`config.mk`:
```
export PLATFORM = sky130hd
export DESIGN_NAME = fabric_image_loader
export DESIGN_NICKNAME = d
export VERILOG_FILES = /design/src/include/fabric_load_pkg.sv /design/src/hdl/load_fifo.sv /design/src/hdl/fabric_image_loader.sv
export SDC_FILE = /design/constraint.sdc
export NUM_CORES = 1
export LEC_CHECK = 0
export ABC_CLOCK_PERIOD_IN_PS = 7850
export BUFFER_PORTS_ARGS = -buffer_cell sky130_fd_sc_hd__buf_2
export CAP_MARGIN = 30
export CELL_PAD_IN_SITES_DETAIL_PLACEMENT = 0
export CELL_PAD_IN_SITES_GLOBAL_PLACEMENT = 1
export CORE_MARGIN = 2
export CORE_UTILIZATION = 50
export CTS_BUF_LIST = sky130_fd_sc_hd__clkbuf_8
export CTS_CLUSTER_DIAMETER = 80
export CTS_CLUSTER_SIZE = 30
export DETAILED_ROUTE_END_ITERATION = 6
export PLACE_DENSITY_LB_ADDON = 0.3
export SYNTH_ARGS = -nofsm -noshare
export SYNTH_HDL_FRONTEND = slang
export SYNTH_SLANG_ARGS = --single-unit
```
`constraint.sdc`:
```
create_clock -name CLK_I -period 7.85 [get_ports CLK_I]
set_clock_uncertainty 0.05 [all_clocks]
set_input_delay 1.9625 -clock CLK_I [delete_from_list [all_inputs] [get_ports CLK_I]]
set_output_delay 1.9625 -clock CLK_I [all_outputs]
set_load 0.005 [all_outputs]
```
`src/include/fabric_load_pkg.sv`:
```
/*
 * Constants, register map and types for the link-based fabric loader.
 * Assumes the hardened endpoint core presents config-space accesses to the
 * loading capability as dword indices on CLK_I.
 */
// Functional notes
// - endpoint core runs and trains regardless of mode
// - fabric loading allowed only after link reaches L0
// - loading and application share one fixed link mode
// - I/O ring and core config stay unchanged
// - buffer host data, forward to control block
// - 16-bit status: ready, error, encrypt, decompression
// - 32-bit control register writes start loading events
// - 32-bit data register holds data before forwarding
// - read-only silicon identity register
// - 16-bit user-set board type identity register
// - BARs claimed by loader while loading, else application
// - cold reset drops link, starts no load
// - after loading core goes to application; reload allowed
// - registers sit in vendor-specific extended capability
// - loading off and no user mode: answer retry
// - enable and init bits select the operating mode
package fabric_load_pkg;
    // capability dword indices within the vendor-specific capability
    localparam logic [2:0]  IDX_CAP_HDR    = 3'h0;
    localparam logic [2:0]  IDX_LEN_REV_ID = 3'h1;
    localparam logic [2:0]  IDX_STATUS     = 3'h2;
    localparam logic [2:0]  IDX_CONTROL    = 3'h3;
    localparam logic [2:0]  IDX_DATA       = 3'h4;
    localparam logic [2:0]  IDX_SILICON    = 3'h5;
    localparam logic [2:0]  IDX_BOARD      = 3'h6;

    localparam logic [15:0] CAP_ID_VSEC    = 16'h000B;
    localparam logic [3:0]  CAP_VERSION    = 4'h1;
    localparam logic [11:0] CAP_NEXT       = 12'h000;
    localparam logic [15:0] VSEC_ID        = 16'h0001; // arbitrary value
    localparam logic [3:0]  VSEC_REV       = 4'h1;
    localparam logic [11:0] VSEC_LEN       = 12'h01C;
    localparam logic [31:0] SILICON_ID_DEF = 32'h0000_0001; // arbitrary value

    // control register strobe bits
    localparam int          CTRL_START     = 0;
    localparam int          CTRL_HALT      = 1;
    localparam int          CTRL_ERR_CLR   = 2;
    localparam logic [31:0] CTRL_STROBES   = 32'h0000_0007;

    // status register bits
    localparam int          ST_READY       = 0;
    localparam int          ST_ERROR       = 1;
    localparam int          ST_USER        = 2;
    localparam int          ST_LOADING     = 3;
    localparam int          ST_ENCRYPT     = 4;
    localparam int          ST_DECOMP      = 5;
    localparam int          ST_ENABLE      = 6;
    localparam int          ST_INIT        = 7;

    localparam int          DATA_W         = 32;
    localparam int          FIFO_DEPTH     = 8;
    localparam int          LINK_MODE_W    = 4;
    localparam logic [1:0]  CAP_WAIT       = 2'h2;

    typedef enum logic [1:0] {S_TRAIN, S_WAIT, S_LOAD, S_USER} load_state_t;
endpackage : fabric_load_pkg

```
`src/hdl/load_fifo.sv`:
```
/*
 * Synchronous FIFO with valid/ready on both sides.
 * Assumes one clock and a synchronous active-high reset; DEPTH a power of two.
 */
module load_fifo #(
    parameter int WIDTH = 32,
    parameter int DEPTH = 8
) (
    input  wire logic             clk_i,
    input  wire logic             rst_i,
    input  wire logic             in_valid_i,
    output logic                  in_ready_o,
    input  wire logic [WIDTH-1:0] in_data_i,
    output logic                  out_valid_o,
    input  wire logic             out_ready_i,
    output logic [WIDTH-1:0]      out_data_o
);
    localparam int AW = $clog2(DEPTH);

    typedef struct packed {
        logic [AW-1:0] wr;
        logic [AW-1:0] rd;
        logic [AW:0]   count;
    } fifo_t;

    fifo_t            s;
    fifo_t            next_s;
    logic [WIDTH-1:0] mem [DEPTH];
    logic             push;
    logic             pop;

    assign in_ready_o  = (s.count != (AW+1)'(DEPTH));
    assign out_valid_o = (s.count != '0);
    assign out_data_o  = mem[s.rd];
    assign push        = in_valid_i && in_ready_o;
    assign pop         = out_valid_o && out_ready_i;

    always_comb begin
        next_s = s;
        if (push) begin
            next_s.wr = s.wr + 1'b1;
        end
        if (pop) begin
            next_s.rd = s.rd + 1'b1;
        end
        next_s.count = s.count + (AW+1)'(push) - (AW+1)'(pop);
    end

    always_ff @(posedge clk_i) begin
        if (rst_i) begin
            s <= '0;
        end else begin
            s <= next_s;
        end
        if (push) begin
            mem[s.wr] <= in_data_i;
        end
    end
endmodule : load_fifo

```
`src/hdl/fabric_image_loader.sv`:
```
/*
 * Fabric image loader behind the endpoint's vendor-specific capability.
 * Assumes config requests are held until CFG_ACK_O or CFG_RETRY_O, that the
 * control block drops CB_DONE_I within one cycle of CB_START_O, and that
 * CB_* and link signals share CLK_I; mode straps are asynchronous pins.
 */
module fabric_image_loader
    import fabric_load_pkg::*;
#(
    parameter logic [31:0] SILICON_ID = SILICON_ID_DEF
) (
    input  wire logic                   CLK_I,
    input  wire logic                   RST_I,
    input  wire logic                   MODE_ENABLE_I,
    input  wire logic                   MODE_INIT_I,
    input  wire logic                   COLD_RST_I,
    input  wire logic                   LINK_L0_I,
    input  wire logic [LINK_MODE_W-1:0] LINK_MODE_I,
    input  wire logic                   CFG_WR_I,
    input  wire logic                   CFG_RD_I,
    input  wire logic [2:0]             CFG_IDX_I,
    input  wire logic [DATA_W-1:0]      CFG_WDATA_I,
    input  wire logic                   MEM_WR_I,
    input  wire logic                   MEM_BAR_HIT_I,
    input  wire logic [DATA_W-1:0]      MEM_WDATA_I,
    input  wire logic                   CB_READY_I,
    input  wire logic                   CB_DONE_I,
    input  wire logic                   CB_ERROR_I,
    input  wire logic                   CB_ENCRYPT_I,
    input  wire logic                   CB_DECOMP_I,
    input  wire logic [15:0]            BOARD_TYPE_I,
    output logic                        CFG_ACK_O,
    output logic                        CFG_RETRY_O,
    output logic [DATA_W-1:0]           CFG_RDATA_O,
    output logic                        MEM_READY_O,
    output logic                        CB_START_O,
    output logic                        CB_VALID_O,
    output logic [DATA_W-1:0]           CB_DATA_O,
    output logic                        CORE_RUN_O,
    output logic                        LOAD_BAR_CLAIM_O,
    output logic                        APP_BAR_EN_O,
    output logic                        IO_FREEZE_O,
    output logic [LINK_MODE_W-1:0]      APP_LINK_MODE_O
);
    typedef struct packed {
        load_state_t            st;
        logic [1:0]             strap_a;
        logic [1:0]             strap_b;
        logic [1:0]             cap_cnt;
        logic                   cap_done;
        logic                   en_bit;
        logic                   init_bit;
        logic [LINK_MODE_W-1:0] link_mode;
        logic                   err;
        logic [31:0]            ctrl;
        logic [DATA_W-1:0]      data;
        logic                   ack;
        logic                   retry;
        logic [DATA_W-1:0]      rdata;
        logic                   cb_start;
        logic                   core_run;
    } loader_t;

    loader_t           s;
    loader_t           next_s;
    logic              loading;
    logic              user_mode;
    logic              retry_cond;
    logic              req;
    logic              take;
    logic              is_data_wr;
    logic              cfg_push;
    logic              mem_push;
    logic              fifo_in_ready;
    logic              fifo_empty;
    logic              ctrl_wr;
    logic [15:0]       status;
    logic [DATA_W-1:0] read_mux;

    assign loading    = (s.st == S_LOAD);
    assign user_mode  = (s.st == S_USER);
    assign retry_cond = !s.en_bit && !user_mode;
    assign req        = CFG_WR_I || CFG_RD_I;
    assign is_data_wr = CFG_WR_I && (CFG_IDX_I == IDX_DATA) && loading;
    // a data write waits for buffer room so the host is throttled, not dropped
    assign take       = req && !s.ack && !s.retry && (!is_data_wr || fifo_in_ready);
    assign cfg_push   = take && is_data_wr;
    assign mem_push   = MEM_WR_I && MEM_BAR_HIT_I && MEM_READY_O;
    assign MEM_READY_O = loading && fifo_in_ready && !cfg_push;
    assign ctrl_wr    = take && !retry_cond && CFG_WR_I && (CFG_IDX_I == IDX_CONTROL);

    always_comb begin
        status                = '0;
        status[ST_READY]      = loading && fifo_in_ready && !s.err;
        status[ST_ERROR]      = s.err;
        status[ST_USER]       = user_mode;
        status[ST_LOADING]    = loading;
        status[ST_ENCRYPT]    = CB_ENCRYPT_I;
        status[ST_DECOMP]     = CB_DECOMP_I;
        status[ST_ENABLE]     = s.en_bit;
        status[ST_INIT]       = s.init_bit;
    end

    // header words are constants: the core's own config space is never written
    always_comb begin
        read_mux = '0;
        if (CFG_IDX_I == IDX_CAP_HDR) begin
            read_mux = {CAP_NEXT, CAP_VERSION, CAP_ID_VSEC};
        end else if (CFG_IDX_I == IDX_LEN_REV_ID) begin
            read_mux = {VSEC_LEN, VSEC_REV, VSEC_ID};
        end else if (CFG_IDX_I == IDX_STATUS) begin
            read_mux = {16'h0000, status};
        end else if (CFG_IDX_I == IDX_CONTROL) begin
            read_mux = s.ctrl;
        end else if (CFG_IDX_I == IDX_SILICON) begin
            read_mux = SILICON_ID;
        end else if (CFG_IDX_I == IDX_BOARD) begin
            read_mux = {16'h0000, BOARD_TYPE_I};
        end
    end

    always_comb begin
        next_s          = s;
        next_s.strap_a  = {MODE_ENABLE_I, MODE_INIT_I};
        next_s.strap_b  = s.strap_a;
        next_s.ack      = 1'b0;
        next_s.retry    = 1'b0;
        next_s.cb_start = 1'b0;
        next_s.core_run = !COLD_RST_I;
        if (!s.cap_done) begin
            next_s.cap_cnt = s.cap_cnt + 2'h1;
            if (s.cap_cnt == CAP_WAIT) begin
                next_s.en_bit   = s.strap_b[1];
                next_s.init_bit = s.strap_b[0];
                next_s.cap_done = 1'b1;
            end
        end
        if (take) begin
            if (retry_cond) begin
                next_s.retry = 1'b1;
            end else begin
                next_s.ack = 1'b1;
                if (CFG_RD_I) begin
                    next_s.rdata = read_mux;
                end
            end
        end
        if (ctrl_wr) begin
            next_s.ctrl = CFG_WDATA_I & ~CTRL_STROBES;
        end
        if (cfg_push) begin
            next_s.data = CFG_WDATA_I;
        end else if (mem_push) begin
            next_s.data = MEM_WDATA_I;
        end
        case (s.st)
            S_TRAIN: begin
                if (LINK_L0_I && s.cap_done) begin
                    next_s.link_mode = LINK_MODE_I;
                    next_s.st        = CB_DONE_I ? S_USER : S_WAIT;
                end
            end
            S_WAIT: begin
                if (CB_DONE_I) begin
                    next_s.st = S_USER;
                end else if (ctrl_wr && CFG_WDATA_I[CTRL_START] && s.en_bit
                             && !s.init_bit) begin
                    next_s.st       = S_LOAD;
                    next_s.cb_start = 1'b1;
                    next_s.err      = 1'b0;
                end
            end
            S_LOAD: begin
                if (ctrl_wr && CFG_WDATA_I[CTRL_HALT]) begin
                    next_s.st = S_WAIT;
                end else if (CB_DONE_I && !s.cb_start && fifo_empty) begin
                    next_s.st = S_USER;
                end
            end
            S_USER: begin
                if (ctrl_wr && CFG_WDATA_I[CTRL_START] && s.en_bit) begin
                    next_s.st       = S_LOAD;
                    next_s.cb_start = 1'b1;
                    next_s.err      = 1'b0;
                end
            end
            default: begin
                next_s.st = S_TRAIN;
            end
        endcase
        // a new error beats a clear or a start in the same cycle
        if (CB_ERROR_I) begin
            next_s.err = 1'b1;
        end else if (ctrl_wr && CFG_WDATA_I[CTRL_ERR_CLR]) begin
            next_s.err = 1'b0;
        end
        // link drops but the fabric and its image are left as they are
        if (COLD_RST_I) begin
            next_s.st       = S_TRAIN;
            next_s.cb_start = 1'b0;
        end
    end

    always_ff @(posedge CLK_I) begin
        if (RST_I) begin
            s <= '0;
        end else begin
            s <= next_s;
        end
    end

    load_fifo #(
        .WIDTH (DATA_W),
        .DEPTH (FIFO_DEPTH)
    ) u_fifo (
        .clk_i       (CLK_I),
        .rst_i       (RST_I),
        .in_valid_i  (cfg_push || mem_push),
        .in_ready_o  (fifo_in_ready),
        .in_data_i   (cfg_push ? CFG_WDATA_I : MEM_WDATA_I),
        .out_valid_o (CB_VALID_O),
        .out_ready_i (CB_READY_I),
        .out_data_o  (CB_DATA_O)
    );
    assign fifo_empty = !CB_VALID_O;

    assign CFG_ACK_O        = s.ack;
    assign CFG_RETRY_O      = s.retry;
    assign CFG_RDATA_O      = s.rdata;
    assign CB_START_O       = s.cb_start;
    assign CORE_RUN_O       = s.core_run;
    assign LOAD_BAR_CLAIM_O = loading;
    assign APP_BAR_EN_O     = !loading;
    assign IO_FREEZE_O      = loading;
    assign APP_LINK_MODE_O  = s.link_mode;
endmodule : fabric_image_loader

```
# Word-level counts from Yosys, hierarchy flattened
# Memory sizes are Yosys's and may differ from the RTL's. A register that Yosys moved wholly into a read port is not among the register bits.
# Cells that the tools add are included.
# Widths: inputs -> output; s select.
# word_totals
ff_bits,91
output_inout_bits,77
word_cells,130
mem_count,1
ramBits,256
in_bits,102
# classes
n_eq_ne,18
add_sub_neg,5
n_mux,33
n_bitwise,3
n_reduce_logical,52
# memory_table
memory,depth,width,read_ports,rd_clocked_by_memory_dff,wr,line,source
u_fifo.mem,8,32,1,1,1,load_fifo.sv:28,logic [WIDTH-1:0] mem [DEPTH];
# ops
op,n
$mux 32,5
$mux 16,2
$logic_and 1x1->1,25
$mux 2,7
$logic_not 1->1,13
$mux 1,12
$mux 3,4
$ne 4x4->1 const B,3
$eq 3x3->1 const B,3
$pmux 2 s4,1
$reduce_and 4->1,2
$reduce_bool 4->1,2
$add 3x1->3 const B,2
$eq 2x2->1 const B,3
$eq 3x2->1 const B,2
$add 4x1->4,1
$ne 4x2->1 const B,1
$pmux 1 s2,2
$reduce_and 2->1,2
$reduce_or 2->1,2
$sub 4x1->4,1
$eq 3x1->1 const B,1
$logic_not 3->1,1
$logic_or 1x1->1,3
other kinds (9),11

# Longest topological paths before layout
# Gate-level depths: netlist (run 1).
# depth
depth_word,17
depth_mapped,13
depth_no_buf,12

# By module
# From an unflattened synthesis (run 1), not the netlist that was laid out.
# unflattened
cells_unflattened,909
area_unflattened_um2,14711.6
# by_module_without_submodules
module,cells_each,seq_area_each_um2,instances,area_each_um2
load_fifo,450,7947.6,1,10498.8
fabric_image_loader,459,1621.6,1,4212.8

# Least setup slack after synthesis (run 1)
# No wires, ideal clock.
# synth_timing
path_type,input -> register
start,in CFG_IDX_I[2]
end,"mem u_fifo.mem[2][0], enable pin"
arrival_time_ps,5981
setup_time_ps,513
n_path_buf,1
t_required_ps,7287
path_slack_ps,1306
path_stages,5
cell_sequence,nor2b_1 -> buf_2 -> and4_4 -> o21ai_2 -> nor4b_1
# synth_via
elab_chain_len,14
# synth_lines
element,line,source
start: declaration,fabric_image_loader.sv:21,"input wire logic [2:0] CFG_IDX_I,"
$eq 3x3->1 *,fabric_image_loader.sv:84,assign is_data_wr = CFG_WR_I && (CFG_IDX_I == IDX_DATA) && loading;
$logic_and 1x1->1 * (2 in series),fabric_image_loader.sv:84,
$logic_not 1->1,fabric_image_loader.sv:86,assign take = req && !s.ack && !s.retry && (!is_data_wr || fifo_in_ready);
$logic_or 1x1->1,fabric_image_loader.sv:86,
$logic_and 1x1->1,fabric_image_loader.sv:86,
$logic_and 1x1->1 *,fabric_image_loader.sv:87,assign cfg_push = take && is_data_wr;
$logic_not 1->1,fabric_image_loader.sv:89,assign MEM_READY_O = loading && fifo_in_ready && !cfg_push;
$logic_and 1x1->1,fabric_image_loader.sv:89,
$logic_and 1x1->1,fabric_image_loader.sv:88,assign mem_push = MEM_WR_I && MEM_BAR_HIT_I && MEM_READY_O;
$logic_or 1x1->1 *,fabric_image_loader.sv:218,".in_valid_i (cfg_push || mem_push),"
$logic_and 1x1->1 *,load_fifo.sv:35,assign push = in_valid_i && in_ready_o;
$mux 1 *,load_fifo.sv:55,if (push) begin
$mux 1 (implied by the code) *,load_fifo.sv:56,mem[s.wr] <= in_data_i;
end: declaration,load_fifo.sv:28,
# Mark *: on every way between the ends. The rest lies on a longest branch, timed or not.

==> results of run 1 <==
-- state kept, by name (all words and copies together) (netlist names), named ones only --
name / flops
s: 39
u_fifo.s: 10
CB_START_O: 1
APP_LINK_MODE_O: 4
next_s: 2
CFG_ACK_O: 1
CORE_RUN_O: 1
CFG_RETRY_O: 1
CFG_RDATA_O: 32
u_fifo.mem: 256
-- cell usage in the layout (no fill, tap or decap), types with 9 or more instances in the layout --
cell type  synthesis  final
nor2b_1           10     10
mux2_4            30     30
mux2i_1           11     11
ha_1               9      9
clkbuf_8           0     17
mux2_2            34     34
nand2b_1          15     15
a21oi_1           56     56
a22o_1             9      9
buf_4             38     16
nand3_1           20     20
dfxtp_1           94     92
nand2_1           68     68
mux4_2            64     64
nand4_1           16     16
buf_2             16    178
edfxtp_1         256    256
inv_1             13     19
nor2_1            22     21
o21ai_0           33     33
-- where the power goes --
group	switching [mW]	total [mW]	internal [mW]
combinational	0.286	0.696	0.410
clock	0.539	0.837	0.298
sequential	0.0924	2.10	2.01
-- final cells by class --
cell class	instances	area, µm²	share of cell area
Antenna cell	1	2.50	0.000158
Tap cell	384	480	0.0304
Clock buffer	17	234	0.0148
Sequential cell	350	9570	0.605
Timing Repair Buffer	196	1040	0.0658
Multi-Input combinational cell	465	4310	0.272
Inverter	13	48.8	0.00308
Clock inverter	11	136	0.00862
-- cell families (layout without fill, tap and decap cells) --
kind of cell,Yosys count,in the layout,synth area share
AOI/OAI and AO/OA,123,123,0.0493
xor gates and xnor gates,5,5,0.00303
adders and majority gates,10,10,0.00917
buffers and inverters,112,237,0.0436
DFF,350,350,0.661
muxes,139,139,0.165
other,0,1,0
and+or+nand+nor,188,188,0.0687
-- worst paths after layout --
check	end	slack (ps)	cells past startpoint
max	CB_DATA_O[23]	2780	4
min	s[110]$_SDFF_PP0_	370	1
max reg2reg	u_fifo.s[2]$_SDFF_PP0_	5220	12
min reg2reg	s[110]$_SDFF_PP0_	370	1
-- layer usage --
metal / track usage / part of all wire / vias up
met2: 0.327 / 0.47 / 238
met1: 0.298 / 0.46 / 4037
met5: 0 / 0.00042 / -
met3: 0.0269 / 0.056 / 28
li1: - / - / 3711
met4: 0.0368 / 0.012 / 2
==> run metrics, run 1 <==
status=finished clean; row count=62; ranking of synthesized cells by area=edfxtp_1 (53%), dfxtp_1 (13%), mux4_2 (10%); Max Cap Viol=0; CTS H-tree lvls=1; cell area after layout=roughly 16000 µm²; # clock sinks=350; type of the tightest min-delay check=reg -> reg; slowest stage cell, crit path=dfxtp_4; count of flip-flops with a built-in enable after synthesis=~260; Starting Density=0.505; CP bufs+invs=2; HP Start=next_s[110]$_SDFF_PP0_; Post-CTS Hold Fix Bufs=0; DP Wirelength=around 19000 µm; initial antenna violation count=2; I/O Buffers=roughly 180; Setup Buffers After CTS=0; Inst Count DP=around 1400; fraction of registers with async set or reset after synthesis=0; GRT Overall Usage=0.202; Crit Path Category=reg -> out; Remaining DRCs=0; core area=28600 µm²; post_cts resized=0; Die Span Y=174 µm; power density over cell area=between 200 and 250 nW/µm²; die area=between 30000 and 40000 µm²; Detailed Route WL=~30000 µm; Tcrit/Tclk final=0.646; crit path DAT=between 3000 and 4000 ps; final setup TNS=0 ps; post-DR vias/cell=around 5.6; ys flop type=edfxtp_1; DR iter-0 viols=between 600 and 700; antenna viol nets, final=0; Slew Limit Headroom=0.328; Worst path max stage delay=930 ps; dpl cell area=15500 µm²; io pins=approximately 180; critical-path maximum fanout=41; Post-Syn Area per Cell=approximately 16 µm²; CP Launch Type=flop; Pwr Total=~3.6 mW; final core utilization=0.553; R2R Path Start=u_fifo.s[2]$_SDFF_PP0_; drt wl/cell=21.5 µm; filler instances=about 2400; #FFs+latches synth=350; Yosys warnings=0; Unique masters post-synth=56; Die Width=174 µm; Slew @ Worst Pin=approximately 1000 ps; largest net degree at the start of global routing=94; vias in the first global route=7865; RSZ-0062 raised after global routing=no; count leader, synth=edfxtp_1; area grow syn2layout=9.40%; Peak VDD IR=0.000134 V; hold_ws=375 ps; Clock transition at path regs=roughly 180 ps; cell chain of the critical path=buf_4, mux4_2, mux2_2, buf_2; Post-Syn Instances=927; leak pwr=between 5 and 6 nW; Fmax=slightly below 200 MHz; CTS Root Cell=clkbuf_8; Final Max Tran Viols=0; first-pass GRT wire length=roughly 47000 µm; CTS tree=done; crit path capture type=primary output; Final Net Count=~1200; syn_nets=around 1000; most frequent cells after synthesis=edfxtp_1 (256), dfxtp_1 (94), nand2_1 (68); pre-CTS setup slack=approximately 2900 ps; Routability Congestion=0.841; Pre-antenna DRT Iters=5; vias post-DR=8016; Setup WS post-layout=2780 ps; worst path required time=5840 ps; # setup viols final=0; sequential area share after synthesis=0.661; Inserted Clock Buffers=16; Final Hold Fails=0; Synth area leader=edfxtp_1; Post-Layout Cell Count=~1400; largest buffer count on any clock path=3; post-synth top area share=0.531; synthesized cell area=14500 µm²; GR Overflow Total=0; layout cells sized above 1=0.347; minimum clock period=roughly 5100 ps; clk_lat worst skew=just under 600 ps; Largest delay share family, worst path=flip-flops
No activity file was read; power rests on OpenSTA's default activity.
==> run 2, diff against run 1 <==
- ABC_CLOCK_PERIOD_IN_PS: 7850 -> 4400
- CORE_UTILIZATION: 50 -> 45
- clock period: 7.85 -> 4.4 ns (I/O delays scaled with it)
==> run 2 against run 1 <==
Sequential power is 76% higher; sequential cell count stayed put; sequential share of layout area is 0.28 points lower; worst hold slack better by 32 ps; first-iteration DRC count is 5.2% higher; cell count is 1.7% higher; critical path depth stayed put; die area is 11% higher; non-clock buffer count is 4 higher; largest cell class unchanged.
==> run metrics, run 2 (synthesis results as in run 1) <==
Slew @ Worst Pin=between 800 and 900 ps; die area=33600 µm²; Final Max Tran Viols=0; pre-CTS setup slack=865 ps; Setup Buffers After CTS=0; Final Hold Fails=0; Die Width=183 µm; Reg with most FFs=u_fifo.mem; commonest cells after routing, fill and taps aside=edfxtp_1 (256), buf_2 (178), dfxtp_1 (92), nand2_1 (68), mux4_2 (64); I/O Buffers=178; Peak VDD IR=about 0.00019 V; largest buffer count on any clock path=3; Reg-to-Reg End=u_fifo.mem[5][5]$_DFFE_PP_; # clock sinks=between 300 and 400; first-pass GRT wire length=around 50000 µm; Inserted Clock Buffers=17; Fmax=274 MHz; critical-path maximum fanout=39; type of the tightest min-delay check=reg -> reg; final setup TNS=0 ps; drt wl/cell=between 20 and 25 µm; post-DR vias/cell=about 5.5; Routability Congestion=about 0.81; crit path DAT=between 2000 and 3000 ps; CTS tree=done; max reg flops=between 200 and 300; R2R Path Start=s[115]$_SDFFE_PP0P_; R2R setup slack=1730 ps; most common cell after layout, fill and taps aside=edfxtp_1; status=finished clean; r2r worst-path depth=5; Slew Limit Headroom=0.451; Hold EP=s[110]$_SDFF_PP0_; power density over cell area=407 nW/µm²; Inst Count DP=~1400; io pins=approximately 180; initial antenna violation count=2; Pwr Total=about 6.5 mW; GR Overflow Total=0; Post-Layout Cell Count=~1500; CTS Root Cell=clkbuf_8; vias post-DR=about 8100; GRT Overall Usage=0.196; Die Span Y=around 180 µm; Max Cap Viol=0; # setup viols final=0; DP Wirelength=~21000 µm; antenna viol nets, final=0; Tcrit/Tclk final=0.829; DR iter-0 viols=665; largest net degree at the start of global routing=49; HP Start=next_s[110]$_SDFF_PP0_; final core utilization=0.503; clk_lat worst skew=about 560 ps; Crit Path Category=reg -> out; Setup WS post-layout=751 ps; crit path capture type=primary output; Clock transition at path regs=about 160 ps; row count=between 60 and 70; layout cells sized above 1=0.350; Post-CTS Hold Fix Bufs=0; vias in the first global route=8130; Pre-antenna DRT Iters=4; area grow syn2layout=9.90%; WHS Path Cells=1; post_cts resized=0; Detailed Route WL=between 30000 and 40000 µm; CTS H-tree lvls=1; Final Net Count=between 1000 and 1500; Starting Density=0.457; leak pwr=~5.5 nW; minimum clock period=about 3600 ps; Remaining DRCs=0; core area=~32000 µm²; CP Launch Type=flop; RSZ-0062 raised after global routing=no; worst path required time=approximately 3300 ps
[run 2: stage by stage]
step | hold WS [ps] | cell area, µm²
global placement | 375 | 15500
finish | 407 | 15900
detailed placement | 379 | 15500
global route | 425 | 15900
floorplan | 364 | 14500
CTS | 410 | 15900
[run 2: cell type report]
| cell class | instances | area, µm² |
|---|---|---|
| fill | 2654 | 15700 |
| antenna | 2 | 5.00 |
| multi-input combinational | 465 | 4320 |
| tap | 402 | 503 |
| inverter | 13 | 48.8 |
| sequential | 350 | 9570 |
| clock inverter | 11 | 101 |
| clock buffer | 18 | 248 |
| timing repair buffer | 200 | 1100 |
[run 2: worst max-delay path, stage by stage (launching register included)]
cell     delay, ps
dfxtp_2        810
buf_12         320
mux4_2         350
mux2_2         290
buf_2          130
[run 2: report_power, final]
group	total (mW)	internal, mW	switching (mW)
Combinational	1.36	0.764	0.600
Clock	1.42	0.424	1.00
Sequential	3.69	3.59	0.0965
Total	6.47	4.78	1.70
[run 2: how the worst max path moves through the flow]
| stage | from | to | depth (start not counted) |
|---|---|---|---|
| 6_report | flop | CB_DATA_O[27] | 4 |
| 5_1_grt | flop | CB_DATA_O[15] | 4 |
| 4_1_cts | flop | CB_DATA_O[22] | 4 |
| 3_5_place_dp | CFG_IDX_I[0] | u_fifo.mem[6][5]$_DFFE_PP_ | 7 |
| 3_3_place_gp | CFG_IDX_I[0] | u_fifo.mem[4][14]$_DFFE_PP_ | 7 |
| 2_1_floorplan | CFG_IDX_I[2] | u_fifo.mem[1][0]$_DFFE_PP_ | 5 |
[run 2: metal layers]
metal | share of wire | up-vias | wire (µm) | track usage
li1 | - | 3725 | - | -
met1 | 0.46 | 4110 | 15100 | 0.286
met2 | 0.48 | 209 | 15700 | 0.316
met3 | 0.045 | 33 | 1480 | 0.0270
met4 | 0.016 | 0 | 513 | 0.0390
met5 | 0 | - | 0 | 0
